### config.mk
export PLATFORM = sky130hd
export DESIGN_NAME = cit_timing
export DESIGN_NICKNAME = d
export VERILOG_FILES = /design/src/include/cit_pkg.sv /design/src/cit_timing.sv
export SDC_FILE = /design/constraint.sdc
export NUM_CORES = 1
export LEC_CHECK = 0
export BUFFER_PORTS_ARGS = -buffer_cell sky130_fd_sc_hd__buf_4
export CELL_PAD_IN_SITES_DETAIL_PLACEMENT = 1
export CELL_PAD_IN_SITES_GLOBAL_PLACEMENT = 1
export CORE_MARGIN = 1
export CORE_UTILIZATION = 47
export CTS_BUF_LIST = sky130_fd_sc_hd__clkbuf_8 sky130_fd_sc_hd__clkbuf_16
export CTS_CLUSTER_DIAMETER = 40
export DETAILED_ROUTE_END_ITERATION = 10
export GPL_ROUTABILITY_DRIVEN = 0
export PLACE_DENSITY = 0.9
export SYNTH_ARGS = -nofsm -noshare
export SYNTH_HDL_FRONTEND = slang
export SYNTH_SLANG_ARGS = --single-unit
### constraint.sdc
create_clock -name clk_sys -period 1.6 [get_ports clk_sys]
set_input_delay 0.08 -clock clk_sys [delete_from_list [all_inputs] [get_ports clk_sys]]
set_output_delay 0.08 -clock clk_sys [all_outputs]
set_load 0.1 [all_outputs]
### src/include/cit_pkg.sv
/*
  cit_pkg: types and constants for the instruction cycle-cost calculator.
  Assumes one synchronous consumer (cit_timing) on a single clock.
*/
package cit_pkg;

  // operand addressing modes, index order matches the cost tables below
  typedef enum logic [3:0] {
    EA_DATA_REG  = 4'h0,
    EA_ADDR_REG  = 4'h1,
    EA_IND       = 4'h2,
    EA_POSTINC   = 4'h3,
    EA_PREDEC    = 4'h4,
    EA_DISP      = 4'h5,
    EA_INDEX     = 4'h6,
    EA_ABS_SHORT = 4'h7,
    EA_ABS_LONG  = 4'h8,
    EA_PC_DISP   = 4'h9,
    EA_PC_INDEX  = 4'ha,
    EA_IMM       = 4'hb
  } cit_ea_t;

  localparam int EA_COUNT = 12;

  // instruction classes whose cost the block computes
  typedef enum logic [3:0] {
    OP_MOVE              = 4'h0,
    OP_ADD_ADDR_REG      = 4'h1,
    OP_ADD_DATA_REG      = 4'h2,
    OP_ADD_MEM           = 4'h3,
    OP_COMPARE_ADDR_REG  = 4'h4,
    OP_COMPARE_DATA_REG  = 4'h5,
    OP_SIGNED_DIVIDE     = 4'h6,
    OP_UNSIGNED_DIVIDE   = 4'h7,
    OP_SIGNED_MULTIPLY   = 4'h8,
    OP_UNSIGNED_MULTIPLY = 4'h9
  } cit_op_t;

  typedef enum logic {
    SZ_BYTE_WORD = 1'b0,
    SZ_LONG      = 1'b1
  } cit_size_t;

  typedef struct packed {
    cit_op_t   op;
    cit_size_t size;
    cit_ea_t   srcMode;
    cit_ea_t   dstMode;
    logic [15:0] operand;
    logic [3:0]  waitStates;
  } cit_req_t;

  typedef struct packed {
    logic [15:0] clocks;
    logic [3:0]  reads;
    logic [3:0]  writes;
  } cit_cost_t;

  localparam cit_cost_t COST_RESET = '0;

  // effective-address cost, clocks and bus reads, per mode
  localparam logic [7:0] EA_CLK_BW [EA_COUNT] = '{
    8'h00, 8'h00, 8'h04, 8'h04, 8'h06, 8'h08,
    8'h0a, 8'h08, 8'h0c, 8'h08, 8'h0a, 8'h04};
  localparam logic [7:0] EA_CLK_L [EA_COUNT] = '{
    8'h00, 8'h00, 8'h08, 8'h08, 8'h0a, 8'h0c,
    8'h0e, 8'h0c, 8'h10, 8'h0c, 8'h0e, 8'h08};
  localparam logic [3:0] EA_RD_BW [EA_COUNT] = '{
    4'h0, 4'h0, 4'h1, 4'h1, 4'h1, 4'h2,
    4'h2, 4'h2, 4'h3, 4'h2, 4'h2, 4'h1};
  localparam logic [3:0] EA_RD_L [EA_COUNT] = '{
    4'h0, 4'h0, 4'h2, 4'h2, 4'h2, 4'h3,
    4'h3, 4'h3, 4'h4, 4'h3, 4'h3, 4'h2};

  // a predecrement destination of a move skips the two decrement clocks
  localparam logic [7:0] PREDEC_DST_CLK_BW = 8'h04;
  localparam logic [7:0] PREDEC_DST_CLK_L  = 8'h08;

  // bus cycle length with no wait states; one opcode fetch per instruction
  localparam logic [7:0] BUS_CYCLE_CLK = 8'h04;
  localparam logic [3:0] FETCH_READS   = 4'h1;
  localparam logic [3:0] WORDS_BW      = 4'h1;
  localparam logic [3:0] WORDS_L       = 4'h2;

  // base costs of the standard instructions
  localparam logic [7:0] ADD_ADDR_BW_CLK  = 8'h08;
  localparam logic [7:0] ADD_DATA_BW_CLK  = 8'h04;
  localparam logic [7:0] ADD_MEM_BW_CLK   = 8'h08;
  localparam logic [7:0] ADD_REG_L_CLK    = 8'h06;
  localparam logic [7:0] ADD_REG_L_RD_CLK = 8'h08;
  localparam logic [7:0] ADD_MEM_L_CLK    = 8'h0c;
  localparam logic [7:0] COMPARE_ADDR_BW_CLK = 8'h06;
  localparam logic [7:0] COMPARE_DATA_BW_CLK = 8'h04;
  localparam logic [7:0] COMPARE_L_CLK       = 8'h06;
  localparam logic [7:0] SIGNED_DIVIDE_CLK   = 8'h9e;
  localparam logic [7:0] UNSIGNED_DIVIDE_CLK = 8'h8c;
  localparam logic [7:0] MULTIPLY_BASE_CLK   = 8'h26;
  localparam logic [7:0] MULTIPLY_MAX_CLK    = 8'h46;

endpackage

### src/cit_timing.sv
/*
  cit_timing: computes the clock and bus-cycle cost of one instruction.
  Assumes requests come from logic on clk_sys; one result per request,
  registered, one cycle later. No back-pressure: the consumer must take it.
*/
// How it works
// RULE1 - each bus cycle is four clocks; wait states are added per bus cycle
// RULE2 - every answer gives total clocks, then read count, then write count
// RULE3 - address cost covers extension words and operand read, never writes
// RULE4 - indirect and postincrement 4(1/0) or 8(2/0); predecrement 6 or 10
// RULE5 - register plus displacement costs 8(2/0), long 12(3/0)
// RULE6 - indexed, register or counter based, costs 10(2/0), long 14(3/0)
// RULE7 - index register width never changes indexed cost
// RULE8 - counter relative with displacement costs 8(2/0), long 12(3/0)
// RULE9 - move costs already hold fetch, reads and writes; no extra address
// RULE10 - byte/word move: reg-reg 4(1/0), reg-ind 8(1/1), abs-abs 28(6/1)
// RULE11 - long move: reg-reg 4(1/0), reg-ind 12(1/2), abs-abs 36(7/2)
// RULE12 - standard costs hold operation, store and next fetch, plus address
// RULE13 - byte/word add: address reg 8(1/0), data reg 4(1/0), memory 8(1/1)
// RULE14 - byte/word compare: addr reg 6(1/0), data reg 4(1/0), plus address
// RULE15 - signed divide at most 158, unsigned 140 clocks, one read
// RULE16 - multiplies at most 70 clocks with one read, plus address
// RULE17 - multiply takes 38+2n; n is ones or bit-pair changes of source
// RULE18 - address cost is added only where marked, clocks and counts apart
// RULE19 - register direct operands add nothing for every size
`timescale 1ns/1ps

module cit_timing (
  input wire logic clk_sys,
  input wire logic rst_n,
  input wire logic reqValid,
  input wire cit_pkg::cit_req_t req,
  output logic respValid,
  output cit_pkg::cit_cost_t resp
);

  logic validReg;
  logic validNext;
  cit_pkg::cit_cost_t costReg;
  cit_pkg::cit_cost_t costNext;
  logic [15:0] pairBits;
  logic [4:0] mulCount;
  logic [7:0] srcClk;
  logic [3:0] srcRd;
  logic [7:0] dstClk;
  logic [3:0] dstRd;
  logic [3:0] words;
  logic [7:0] baseClk;
  logic [15:0] sumClk;
  logic [3:0] sumRd;
  logic [3:0] sumWr;
  logic [8:0] waitClk;

  // per-bit multiply weight: the bit itself, or its change from the bit
  // below (a zero below bit 0) for the signed form
  genvar gi;
  generate
    for (gi = 0; gi < 16; gi++)
    begin : g_pair
      if (gi == 0)
      begin : g_low
        // the appended zero makes the signed change equal the bit itself
        assign pairBits[gi] = req.operand[0];
      end
      else
      begin : g_up
        assign pairBits[gi] = (req.op == cit_pkg::OP_SIGNED_MULTIPLY) ?
          (req.operand[gi] ^ req.operand[gi-1]) : req.operand[gi];
      end
    end
  endgenerate

  // cost tables looked up for both modes; the size picks the column
  always_comb
  begin
    mulCount = 5'h00;
    for (int k = 0; k < 16; k++)
    begin
      mulCount = mulCount + {4'h0, pairBits[k]}; // see RULE17
    end
    words = (req.size == cit_pkg::SZ_LONG) ?
      cit_pkg::WORDS_L : cit_pkg::WORDS_BW;
    if (req.size == cit_pkg::SZ_LONG)
    begin
      srcClk = cit_pkg::EA_CLK_L[req.srcMode]; // see RULE4
      srcRd = cit_pkg::EA_RD_L[req.srcMode]; // see RULE3
      dstClk = cit_pkg::EA_CLK_L[req.dstMode];
      dstRd = cit_pkg::EA_RD_L[req.dstMode];
    end
    else
    begin
      srcClk = cit_pkg::EA_CLK_BW[req.srcMode]; // see RULE5
      srcRd = cit_pkg::EA_RD_BW[req.srcMode]; // see RULE6
      dstClk = cit_pkg::EA_CLK_BW[req.dstMode]; // see RULE8
      dstRd = cit_pkg::EA_RD_BW[req.dstMode]; // see RULE7
    end
  end

  // total cost; long add to a register pays the slower base when the
  // source is immediate or needs no bus read of its own
  always_comb
  begin
    baseClk = 8'h00;
    sumClk = 16'h0000;
    sumRd = 4'h0;
    sumWr = 4'h0;
    case (req.op)
      cit_pkg::OP_MOVE:
      begin
        // a move destination spends its read slots as writes
        sumWr = 4'h0;
        if (req.dstMode != cit_pkg::EA_DATA_REG &&
            req.dstMode != cit_pkg::EA_ADDR_REG)
        begin
          sumWr = words; // see RULE10
          if (req.dstMode == cit_pkg::EA_PREDEC)
          begin
            baseClk = (req.size == cit_pkg::SZ_LONG) ?
              cit_pkg::PREDEC_DST_CLK_L : cit_pkg::PREDEC_DST_CLK_BW;
          end
          else
          begin
            baseClk = dstClk;
          end
        end
        sumClk = {8'h00, cit_pkg::BUS_CYCLE_CLK} + {8'h00, srcClk} +
          {8'h00, baseClk}; // see RULE9
        sumRd = cit_pkg::FETCH_READS + srcRd +
          ((sumWr == 4'h0) ? 4'h0 : (dstRd - sumWr)); // see RULE11
      end
      default:
      begin
        case (req.op)
          cit_pkg::OP_ADD_ADDR_REG:
            baseClk = (req.size == cit_pkg::SZ_LONG) ?
              ((srcRd == 4'h0 || req.srcMode == cit_pkg::EA_IMM) ?
              cit_pkg::ADD_REG_L_RD_CLK : cit_pkg::ADD_REG_L_CLK) :
              cit_pkg::ADD_ADDR_BW_CLK; // see RULE13
          cit_pkg::OP_ADD_DATA_REG:
            baseClk = (req.size == cit_pkg::SZ_LONG) ?
              ((srcRd == 4'h0 || req.srcMode == cit_pkg::EA_IMM) ?
              cit_pkg::ADD_REG_L_RD_CLK : cit_pkg::ADD_REG_L_CLK) :
              cit_pkg::ADD_DATA_BW_CLK;
          cit_pkg::OP_ADD_MEM:
            baseClk = (req.size == cit_pkg::SZ_LONG) ?
              cit_pkg::ADD_MEM_L_CLK : cit_pkg::ADD_MEM_BW_CLK;
          cit_pkg::OP_COMPARE_ADDR_REG:
            baseClk = (req.size == cit_pkg::SZ_LONG) ?
              cit_pkg::COMPARE_L_CLK : cit_pkg::COMPARE_ADDR_BW_CLK;
          cit_pkg::OP_COMPARE_DATA_REG:
            baseClk = (req.size == cit_pkg::SZ_LONG) ?
              cit_pkg::COMPARE_L_CLK : cit_pkg::COMPARE_DATA_BW_CLK;
          cit_pkg::OP_SIGNED_DIVIDE:
            baseClk = cit_pkg::SIGNED_DIVIDE_CLK; // see RULE15
          cit_pkg::OP_UNSIGNED_DIVIDE:
            baseClk = cit_pkg::UNSIGNED_DIVIDE_CLK;
          default:
            baseClk = cit_pkg::MULTIPLY_BASE_CLK +
              {2'b00, mulCount, 1'b0}; // see RULE16
        endcase
        // marked entries add the memory operand's address cost
        if (req.op == cit_pkg::OP_ADD_MEM)
        begin
          sumClk = {8'h00, baseClk} + {8'h00, dstClk}; // see RULE18
          sumRd = cit_pkg::FETCH_READS + dstRd; // see RULE12
          sumWr = words;
        end
        else
        begin
          sumClk = {8'h00, baseClk} + {8'h00, srcClk}; // see RULE19
          sumRd = cit_pkg::FETCH_READS + srcRd; // see RULE14
          sumWr = 4'h0;
        end
      end
    endcase
  end

  // wait states stretch every bus cycle, reads and writes alike
  always_comb
  begin
    waitClk = ({5'h00, sumRd} + {5'h00, sumWr}) *
      {5'h00, req.waitStates}; // see RULE1
    validNext = reqValid;
    costNext = costReg;
    if (reqValid)
    begin
      costNext.clocks = sumClk + {7'h00, waitClk};
      costNext.reads = sumRd; // see RULE2
      costNext.writes = sumWr;
    end
  end

  // result registers; the last answer holds until the next request
  always_ff @(posedge clk_sys or negedge rst_n)
  begin
    if (!rst_n)
    begin
      validReg <= 1'b0;
      costReg <= cit_pkg::COST_RESET;
    end
    else
    begin
      validReg <= validNext;
      costReg <= costNext;
    end
  end

  assign respValid = validReg;
  assign resp = costReg;

  resp_latency_a: assert property ( // see RULE2
    @(posedge clk_sys) disable iff (!rst_n)
    reqValid |=> respValid)
    else $error("answer missing one cycle after request");

  addr_nowrite_a: assert property ( // see RULE3
    @(posedge clk_sys) disable iff (!rst_n)
    reqValid && req.op != cit_pkg::OP_MOVE &&
    req.op != cit_pkg::OP_ADD_MEM |=> resp.writes == 4'h0)
    else $error("address calculation produced a write");

  indirect_cost_a: assert property ( // see RULE4
    @(posedge clk_sys) disable iff (!rst_n)
    reqValid && req.op == cit_pkg::OP_ADD_DATA_REG &&
    req.size == cit_pkg::SZ_BYTE_WORD && req.srcMode == cit_pkg::EA_PREDEC &&
    req.waitStates == 4'h0 |=> resp.clocks == 16'h000a && resp.reads == 4'h2)
    else $error("predecrement cost wrong");

  disp_long_a: assert property ( // see RULE5
    @(posedge clk_sys) disable iff (!rst_n)
    reqValid && req.op == cit_pkg::OP_COMPARE_DATA_REG &&
    req.size == cit_pkg::SZ_LONG && req.srcMode == cit_pkg::EA_DISP &&
    req.waitStates == 4'h0 |=> resp.clocks == 16'h0012 && resp.reads == 4'h4)
    else $error("displacement long cost wrong");

  index_cost_a: assert property ( // see RULE6
    @(posedge clk_sys) disable iff (!rst_n)
    reqValid && req.op == cit_pkg::OP_COMPARE_DATA_REG &&
    req.size == cit_pkg::SZ_BYTE_WORD && req.waitStates == 4'h0 &&
    (req.srcMode == cit_pkg::EA_INDEX || req.srcMode == cit_pkg::EA_PC_INDEX)
    |=> resp.clocks == 16'h000e && resp.reads == 4'h3)
    else $error("indexed cost wrong");

  move_regs_a: assert property ( // see RULE19
    @(posedge clk_sys) disable iff (!rst_n)
    reqValid && req.op == cit_pkg::OP_MOVE && req.waitStates == 4'h0 &&
    req.srcMode == cit_pkg::EA_ADDR_REG && req.dstMode == cit_pkg::EA_DATA_REG
    |=> resp.clocks == 16'h0004 && resp.reads == 4'h1 && resp.writes == 4'h0)
    else $error("register move cost wrong");

  move_absl_a: assert property ( // see RULE11
    @(posedge clk_sys) disable iff (!rst_n)
    reqValid && req.op == cit_pkg::OP_MOVE && req.waitStates == 4'h0 &&
    req.size == cit_pkg::SZ_LONG && req.srcMode == cit_pkg::EA_ABS_LONG &&
    req.dstMode == cit_pkg::EA_ABS_LONG
    |=> resp.clocks == 16'h0024 && resp.reads == 4'h7 && resp.writes == 4'h2)
    else $error("long absolute move cost wrong");

  wait_stretch_a: assert property ( // see RULE1
    @(posedge clk_sys) disable iff (!rst_n)
    reqValid && req.op == cit_pkg::OP_MOVE &&
    req.size == cit_pkg::SZ_BYTE_WORD &&
    req.srcMode == cit_pkg::EA_DATA_REG && req.dstMode == cit_pkg::EA_IND
    |=> resp.clocks == 16'h0008 + {11'h000, $past(req.waitStates), 1'b0})
    else $error("wait states not added per bus cycle");

  divide_cost_a: assert property ( // see RULE15
    @(posedge clk_sys) disable iff (!rst_n)
    reqValid && req.op == cit_pkg::OP_SIGNED_DIVIDE &&
    req.waitStates == 4'h0 &&
    req.srcMode == cit_pkg::EA_DATA_REG |=> resp.clocks == 16'h009e)
    else $error("signed divide cost wrong");

  multiply_cap_a: assert property ( // see RULE16
    @(posedge clk_sys) disable iff (!rst_n)
    reqValid && req.waitStates == 4'h0 &&
    req.srcMode == cit_pkg::EA_DATA_REG &&
    (req.op == cit_pkg::OP_SIGNED_MULTIPLY ||
    req.op == cit_pkg::OP_UNSIGNED_MULTIPLY)
    |=> resp.clocks <= {8'h00, cit_pkg::MULTIPLY_MAX_CLK} &&
    resp.reads == 4'h1)
    else $error("multiply exceeds its bound");

endmodule

==> flow_summary.yaml, run 1 <==
outcome:
  status: "did not finish"
  haltStage: "4_1_cts"
  error: "[ERROR DPL-0033] detailed placement checks failed during check placement."
synth:
  synthArstFlopShare_pct: 100
  ys_seq_area_share_pct: 12.6
  synth_edf_count: 0
  synthTopCellsByCount: "inv_1, ha_1, nand2_1"
  synth_area_leader_cell: "ha_1"
  yosys.cell_count.top_type: "inv_1"
  synthTopCellsByArea: "ha_1, fa_1, dfrtp_1, inv_1, xnor2_1"
  yosysWarnings: 0
  synth_top_area_share_pct: 17.6
  synth.distinct_cells: 51
  synthFlopType: "dfrtp_1"
  avgSynthCellArea_um2: 8.24
  ys_ff_latch: 18
  syn_area_um2: 3560
  synth_cells: 432
place:
  placed_area_um2: 4970
  hpwl_um: 12000
  port_buffers: 53
clock_network:
  clock-root-buffer: "clkbuf_8"
  cts_max_path_buffers: 2
  cts_buffers: 3
  hold_buffers: 1
  clkSinkCount: 18
  cts_setup_buffers: 19
  h-tree-depth: 1
  postCtsResizedCells: 56
floorplan:
  die_w_um: 89.0
  dieHeight_um: 89.0
  num_rows: 31
  ios: 61
  initial_core_util_pct: 48.8
stage by stage:
stage	worst slack (ns)	util [%]	cells	setup TNS (ns)
after global placement	-5.17	68.1	662	-47.40
after detailed placement	-5.72	68.1	662	-50.97
after floorplan	-5.13	-	439	-44.94
cell families after synthesis:
| logic type | after synthesis | share of synthesized area [%] |
|---|---|---|
| simple gates | 119 | 16.2 |
| compound gates | 87 | 15.5 |
| buf+inv | 84 | 10.5 |
| fa+ha+maj | 77 | 32.7 |
| xor+xnor | 34 | 8.57 |
| flops | 18 | 12.6 |
| mux | 12 | 3.83 |
| other cells | 1 | 0.105 |
==> run 2: changes to the inputs <==
Settings changed: CELL_PAD_IN_SITES_DETAIL_PLACEMENT 1 to not set, CELL_PAD_IN_SITES_GLOBAL_PLACEMENT 1 to not set, CORE_UTILIZATION 47 to 35, CTS_BUF_LIST sky130_fd_sc_hd__clkbuf_8 sky130_fd_sc_hd__clkbuf_16 to not set, CTS_CLUSTER_DIAMETER 40 to not set, PLACE_DENSITY 0.9 to not set, PLACE_DENSITY_LB_ADDON set to 0.15.
==> run 2 against run 1 <==
The flow now finishes, with violations (negative setup slack). Synthesized cell count is the same. Area after synthesis is the same.
==> flow_summary.yaml, run 2 <==
global_routing:
  grt.overflow.total: 0
  grt_pass1_vias: 3278
  grtUsageTotal_pct: 16.9
  antenna_found_initial: 0
  grt_max_degree: 19
  grt_pass1_wl_um: 14400
min_path:
  hold_path_class: "in2reg"
  min_to: "resp[8]$_DFFE_PN0P_"
  min_path_cells: 4
  worstHoldStart: "req[0]"
clock_network:
  cts_buffers: 3
  clock-root-buffer: "clkbuf_8"
  insertion_delay_ns: 0.26
  cts_tree: "done"
  cts_max_path_buffers: 2
  clkSinkCount: 18
  h-tree-depth: 1
  clk_pin_slew_ns: 0.07
synth:
  avgSynthCellArea_um2: 8.24
  synth_area_leader_cell: "ha_1"
  yosysWarnings: 0
  ys_ff_latch: 18
  synth.distinct_cells: 51
  synthFlopType: "dfrtp_1"
  synth_cells: 432
  yosys.cell_count.top_type: "inv_1"
  synth_edf_count: 0
  ys_seq_area_share_pct: 12.6
  syn_area_um2: 3560
  synth_top_area_share_pct: 17.6
  synthArstFlopShare_pct: 100
  synthTopCellsByCount: "inv_1, ha_1, nand2_1"
  synthTopCellsByArea: "ha_1, fa_1, dfrtp_1, inv_1, xnor2_1"
floorplan:
  dieHeight_um: 103
  initial_core_util_pct: 36.3
  die-area_um2: 10600
  ios: 61
  core_um2: 9820
  die_w_um: 103
  num_rows: 36
power_and_ir_drop:
  p_sw_share_pct: 47.2
  p_seq_share_pct: 5.8
  ir_drop_mv: 1.37
  power.leakage_nw: 2.74
  power_density_nw_per_um2: 2140
  power_frac_clock_pct: 3.3
  intPower_mw: 6.14
  power_frac_comb_pct: 91.0
  p_sw_mw: 5.48
timing:
  hold_viol_final: 0
  maxSlewViolCount: 0
  fin_skew_ns: 0
  period_share_pct: 410
  min_period_ns: 6.56
  setup_ws_ns: -4.96
  setup_viol: 14
  max_freq_mhz: 152
  rsz0062_at_grt: "yes"
worst_setup_path:
  cp_common_cell: "fa_1"
  worstPathMaxFanout: 7
  arrival_ns: 6.72
  end_kind: "register"
  r2r_start: "resp[17]$_DFFE_PN0P_"
  slowest_delay_ns: 0.56
  cp_slowest_cell: "fa_1"
  critPathLaunchType: "input port"
  path_class: "in2reg"
  required_ns: 1.75
  reg2reg_to: "resp[17]$_DFFE_PN0P_"
  rr_worst_depth: 2
  regToRegSetupSlack_ns: 0.75
detailed_routing:
  drt_iter0_drc: 81
  post_drt_wl_per_cell_um: 12.0
  final_antenna_net_count: 0
  vias: 3313
  drt-total-wl_um: 8580
  viasPerCell: 4.64
  firstDrtPassIters: 4
  drc: 0
final_layout:
  largest_register: "resp"
  nFillCells: 937
  largest_reg_flops: 17
  mostFrequentLayoutCells: "buf_4, inv_1, nand2_1"
  fin_nets: 695
  fin_util_pct: 55.3
  drive_gt1_share_pct: 43.9
  layout_commonest_cell: "buf_4"
  area_growth_pct: 52.5
  finalNonFillerCells: 714
  antenna_cells: 0
outcome:
  status: "complete, but fails checks"
  failed_checks: "negative setup slack"
place:
  port_buffers: 53
  pre_cts_ws_ns: -5.27
  placed_cells: 700
  hpwl_um: 7080
run:
  max-cap-violations: 0
-- run 2: worst max path at each step --
stage	start	to	slack, ns	cells after the start
after global routing	req[30]	resp[16]$_DFFE_PN0P_	-5.29	33
final	req[30]	resp[16]$_DFFE_PN0P_	-4.96	32
after global placement	req[29]	resp[16]$_DFFE_PN0P_	-5.19	31
after floorplan	req[29]	resp[16]$_DFFE_PN0P_	-5.13	31
after CTS	req[29]	resp[16]$_DFFE_PN0P_	-4.96	31
after detailed placement	req[29]	resp[16]$_DFFE_PN0P_	-5.27	31
-- run 2: per-stage QoR --
| step | area (um^2) | hold slack, ns | setup TNS, ns | total power [mW] |
|---|---|---|---|---|
| after floorplan | 3910 | -0.216 | -44.94 | 7.64 |
| after global placement | 5040 | -0.0331 | -47.81 | 10.1 |
| after detailed placement | 5040 | -0.0297 | -48.26 | 10.2 |
| after CTS | 5260 | 0.207 | -43.32 | 11.1 |
| after global routing | 5430 | 0.209 | -46.47 | 12.7 |
| final | 5430 | 0.200 | -43.60 | 11.6 |
-- run 2: final cells by class --
type	instances	area (um^2)	area share (%)
sequential	18	450	8.29
inverter	61	249	4.59
clock buffer	4	55.1	1.01
timing repair buffer	161	1290	23.8
multi-input combinational	337	3210	59.2
tap	133	166	3.06
-- run 2: repair_timing --
action                     in CTS  in global routing
gates cloned                    0                  1
setup endpoints to repair      14                 14
hold endpoints to repair       18                  0
pin swaps                       3                 20
setup buffers                   5                  5
resized for setup              29                 25
hold buffers                    1                  0
-- run 2: metal layers --
layer / part of all wire, % / GRT usage (%) / wire [um]
met5: 0 / 0 / 0
met4: 0.54 / 1.52 / 46
met3: 2.1 / 1.90 / 181
met2: 52 / 31.2 / 4490
met1: 45 / 21.7 / 3870
-- run 2: cell families (layout without fill, tap and decap cells) --
logic type | after synthesis | after routing | share of synthesized area (%)
compound gates | 87 | 87 | 15.5
xor+xnor | 34 | 34 | 8.57
fa+ha+maj | 77 | 77 | 32.7
buf+inv | 84 | 226 | 10.5
flops | 18 | 18 | 12.6
mux | 12 | 12 | 3.83
other cells | 1 | 8 | 0.105
simple gates | 119 | 119 | 16.2
-- run 2: critical path, delay by kind of cell --
kind / cells / cell delay, ns
fa+ha+maj: 9 / 3.87
compound gates: 10 / 1.24
buf+inv: 6 / 0.54
simple gates: 4 / 0.49
xor+xnor: 3 / 0.48
-- run 2: power groups by stage --
stage               Combinational, mW  Sequential, mW  Clock, mW
detailed placement               9.57           0.672          0
floorplan                        6.12            1.52          0
global route                     11.6           0.685      0.412
CTS                              10.0           0.665      0.391
finish                           10.6           0.668      0.379
global placement                 9.45           0.670          0
(Power assumes the default switching activity.)
==> run 3: changes to the inputs <==
Settings changed: PLACE_DENSITY set to 0.58, PLACE_DENSITY_LB_ADDON 0.15 to not set.
==> run 3 against run 2 <==
The flow still finishes with violations (negative setup slack). Worst hold slack got worse by 0.095 ns. Fmax fell by 0.99%. Routed wire length rose by 3.2%. Sequential share of layout area fell by 0.096 points. Clock power fell by 19%. Clock-buffer cell count fell by 1. Setup slack got worse by 0.065 ns. Sequential cell count did not move. Utilization rose by 0.65 points. Largest cell class unchanged. Largest power group unchanged. Highest routed layer unchanged.
==> flow_summary.yaml, run 3 (same netlist as run 2, synthesis figures left out) <==
outcome:
  status: "complete, but fails checks"
  failed_checks: "negative setup slack"
final_layout:
  drive_gt1_share_pct: 43.9
  largest_reg_flops: 17
  stdcell_area_um2: 5490
  layout_commonest_cell: "buf_4"
  mostFrequentLayoutCells: "buf_4, inv_1, nand2_1"
  largest_register: "resp"
  fin_nets: 703
  nFillCells: 907
  antenna_cells: 0
  area_growth_pct: 54.3
  finalNonFillerCells: 721
clock_network:
  h-tree-depth: 1
  clk_pin_slew_ns: 0.07
  cts_buffers: 3
  cts_tree: "done"
  clock-root-buffer: "clkbuf_8"
  insertion_delay_ns: 0.24
  cts_max_path_buffers: 2
  clkSinkCount: 18
detailed_routing:
  viasPerCell: 4.69
  post_drt_wl_per_cell_um: 12.3
  firstDrtPassIters: 4
  final_antenna_net_count: 0
  vias: 3379
  drt_iter0_drc: 77
  drc: 0
  drt-total-wl_um: 8860
power_and_ir_drop:
  power_mw: 12.8
  power.leakage_nw: 2.79
  power_density_nw_per_um2: 2330
  ir_drop_mv: 1.71
floorplan:
  core_um2: 9820
  initial_core_util_pct: 36.3
  num_rows: 36
  die_w_um: 103
  die-area_um2: 10600
  ios: 61
  dieHeight_um: 103
timing:
  min_period_ns: 6.63
  rsz0062_at_grt: "yes"
  setup_viol: 14
  max_freq_mhz: 151
  hold_viol_final: 0
  fin_skew_ns: 0
  maxSlewViolCount: 0
  whs_ns: 0.106
  period_share_pct: 414
  setup_ws_ns: -5.03
  final.setup.tns_ns: -44.05
worst_setup_path:
  reg2reg_to: "resp[17]$_DFFE_PN0P_"
  worstPathMaxFanout: 8
  cp_slowest_cell: "fa_1"
  path_class: "in2reg"
  arrival_ns: 6.77
  crit_start: "req[31]"
  required_ns: 1.74
  critPathLaunchType: "input port"
  cp_common_cell: "fa_1"
  end_kind: "register"
  slowest_delay_ns: 0.56
  regToRegSetupSlack_ns: 0.72
  rr_worst_depth: 2
  r2r_start: "resp[17]$_DFFE_PN0P_"
global_routing:
  grt_max_degree: 20
  grt.overflow.total: 0
  grt_pass1_vias: 3464
  grtUsageTotal_pct: 18.1
  antenna_found_initial: 0
  grt_pass1_wl_um: 15500
place:
  placed_cells: 698
  hpwl_um: 7490
  port_buffers: 53
  placed_area_um2: 5030
min_path:
  worstHoldStart: "reqValid"
  min_to: "respValid$_DFF_PN0_"
  hold_path_class: "in2reg"
  min_path_cells: 1
run:
  max-cap-violations: 0
run 3: layer usage:
| metal | wire length [um] | up-vias | global-route usage, % | share of wire [%] |
|---|---|---|---|---|
| met5 | 0 | - | 0 | 0 |
| li1 | - | 1724 | - | - |
| met3 | 165 | 6 | 1.08 | 1.9 |
| met2 | 4340 | 34 | 32.8 | 49 |
| met1 | 4280 | 1615 | 24.4 | 48 |
| met4 | 72 | 0 | 1.95 | 0.81 |
run 3: final cells by class:
| cell class | instances | area, um^2 | share of cell area (%) |
|---|---|---|---|
| multi-input cells | 337 | 3230 | 58.8 |
| repair buffers | 169 | 1360 | 24.7 |
| flip-flops and latches | 18 | 450 | 8.20 |
| inverters | 61 | 249 | 4.53 |
| well taps | 133 | 166 | 3.03 |
| clock buffers | 3 | 41.3 | 0.752 |
run 3: worst max path at each step:
stage               slack, ns  cells past startpoint              endpoint
floorplan               -5.13                     31  resp[16]$_DFFE_PN0P_
global placement        -5.23                     31  resp[16]$_DFFE_PN0P_
detailed placement      -5.35                     31  resp[16]$_DFFE_PN0P_
CTS                     -5.02                     32  resp[16]$_DFFE_PN0P_
global route            -5.26                     32  resp[16]$_DFFE_PN0P_
finish                  -5.03                     32  resp[16]$_DFFE_PN0P_
run 3: repair_timing:
item                                   4_1_cts  5_1_grt
pin swaps                                   37       15
gates resized for setup                     46       11
setup endpoints to repair                   14       14
endpoints found under the hold margin       18        0
hold buffers                                 1        0
buffers inserted                            19        1
run 3: per-stage QoR:
stage                     utilization [%]  setup slack, ns
after floorplan                         -            -5.13
after global placement               51.2            -5.23
after detailed placement             51.2            -5.35
after CTS                            55.4            -5.02
after global routing                 56.0            -5.26
final                                56.0            -5.03
run 3: power by group:
| group | leakage (nW) | switching, mW | internal [mW] |
|---|---|---|---|
| Clock | 0.0216 | 0.140 | 0.167 |
| Combinational | 2.55 | 5.77 | 6.04 |
| Sequential | 0.226 | 0.0629 | 0.606 |
| Total | 2.79 | 5.97 | 6.81 |
run 3: worst max-delay path: cells and delay by family:
kind,cells,cell delay [ns]
AO/OA/AOI/OAI,10,1.27
AND/OR/NAND/NOR,4,0.57
buffers and inverters,6,0.49
adder cells (fa/ha/maj),9,3.89
XOR/XNOR,3,0.47
==> run 4: changes to the inputs <==
Settings changed: CORE_UTILIZATION 35 to 23, PLACE_DENSITY 0.58 to 0.43.
Clock period 1.6 ns to 8.2 ns, I/O delays scaled along.
==> run 4 against run 3 <==
The run now ends clean. Highest routed layer unchanged. Sequential power decreased by 80%. Global-route usage shrank 7.2 points. Clock skew unchanged. Setup slack improved by 5.6 ns. Sequential cell count did not move.
==> flow_summary.yaml, run 4 (same netlist as run 2, synthesis figures left out) <==
outcome:
  status: "complete, no violations"
detailed_routing:
  firstDrtPassIters: 4
  final_antenna_net_count: 0
  drt-total-wl_um: 8140
  post_drt_wl_per_cell_um: 12.2
  viasPerCell: 4.33
  drc: 0
  drt_iter0_drc: 97
  vias: 2883
global_routing:
  grt_pass1_wl_um: 14300
  grt.overflow.total: 0
  grtUsageTotal_pct: 10.9
  antenna_found_initial: 0
  grt_pass1_vias: 3006
  grt_max_degree: 20
worst_setup_path:
  regToRegSetupSlack_ns: 7.35
  critPathLaunchType: "input port"
  arrival_ns: 7.77
  slowest_delay_ns: 0.55
  worstPathMaxFanout: 15
  cp_common_cell: "fa_1"
  end_kind: "register"
  required_ns: 8.39
  reg2reg_to: "resp[17]$_DFFE_PN0P_"
  cp_slowest_cell: "fa_1"
  rr_worst_depth: 2
  path_class: "in2reg"
  r2r_start: "resp[17]$_DFFE_PN0P_"
clock_network:
  clkSinkCount: 18
  cts_tree: "done"
  insertion_delay_ns: 0.24
  cts_max_path_buffers: 2
  clk_pin_slew_ns: 0.05
  hold_buffers: 0
  postCtsResizedCells: 0
  cts_buffers: 3
  h-tree-depth: 1
  cts_setup_buffers: 0
  clock-root-buffer: "clkbuf_16"
timing:
  setup_viol: 0
  fin_skew_ns: 0
  maxSlewViolCount: 0
  period_share_pct: 92.5
  setup_ws_ns: 0.618
  min_period_ns: 7.58
  whs_ns: 0.0209
  rsz0062_at_grt: "no"
  maxSlewHeadroom_pct: 61.0
  final.setup.tns_ns: 0
  tightest_slew_ns: 0.569
  hold_viol_final: 0
  max_freq_mhz: 132
final_layout:
  finalNonFillerCells: 666
  area_growth_pct: 18.0
  drive_gt1_share_pct: 17.4
  largest_reg_flops: 17
  antenna_cells: 0
  layout_commonest_cell: "inv_1"
  largest_register: "resp"
  mostFrequentLayoutCells: "inv_1, buf_4, nand2_1, ha_1, fa_1"
  fin_nets: 592
place:
  hpwl_um: 7030
  pre_cts_ws_ns: 0.416
  placed_cells: 662
  port_buffers: 53
run:
  max-cap-violations: 0
power_and_ir_drop:
  ir_drop_mv: 0.236
  power.leakage_nw: 2.08
  power_density_nw_per_um2: 380
floorplan:
  ios: 61
  die-area_um2: 16000
  dieHeight_um: 126
  initial_core_util_pct: 23.5
  core_um2: 15100
  die_w_um: 126
  num_rows: 45
min_path:
  hold_path_class: "in2async"
## run 4: changes by cell type in the layout (fill, tap and decap cells not counted), moves of 11 or more
cell,before,now
xnor2_1,11,22
ha_1,38,50
o21ai_0,15,26
buf_6,14,0
buf_4,151,58
ha_4,11,0
## run 4: worst max-delay path, delay by kind of cell
kind / cells / cell delay [ns]
xor+xnor: 1 / 0.16
fa+ha+maj: 10 / 4.19
compound gates: 9 / 1.78
simple gates: 4 / 0.57
buf+inv: 7 / 0.64
## run 4: worst max-delay path by stage
| stage | from | endpoint | slack (ns) | depth (start not counted) |
|---|---|---|---|---|
| floorplan | req[31] | resp[16]$_DFFE_PN0P_ | 0.57 | 30 |
| global placement | req[31] | resp[16]$_DFFE_PN0P_ | 0.46 | 31 |
| detailed placement | req[31] | resp[16]$_DFFE_PN0P_ | 0.42 | 31 |
| CTS | req[31] | resp[16]$_DFFE_PN0P_ | 0.62 | 31 |
| global route | req[31] | resp[16]$_DFFE_PN0P_ | 0.16 | 32 |
| finish | req[31] | resp[16]$_DFFE_PN0P_ | 0.62 | 31 |
## run 4: where the power goes
group / switching (mW) / internal [mW]
registers: 0.0140 / 0.119
logic: 0.808 / 0.550
clock network: 0.0309 / 0.0741
## run 4: per-layer routing
metal  track usage [%]  vias to the layer above  part of all wire (%)
met1              13.9                     1350                    48
met4              1.49                        0                  0.20
met2              20.2                       30                    50
met3             0.844                        2                   1.6
met5                 0                        -                     0
li1                  -                     1501                     -
## run 4: area by class of cell
| type | instances | area [um^2] |
|---|---|---|
| clock buffers | 4 | 88.8 |
| fillers | 1625 | 10900 |
| inverters | 61 | 229 |
| multi-input cells | 337 | 2760 |
| flip-flops and latches | 18 | 450 |
| well taps | 188 | 235 |
| repair buffers | 58 | 435 |
## run 4: metrics by stage
stage | total power, mW | instance area, um^2 | utilization [%]
finish | 1.60 | 4200 | 27.7
detailed placement | 1.50 | 4110 | 27.2
global placement | 1.51 | 4110 | 27.2
CTS | 1.63 | 4200 | 27.7
floorplan | 1.20 | 3590 | -
global route | 1.81 | 4200 | 27.7
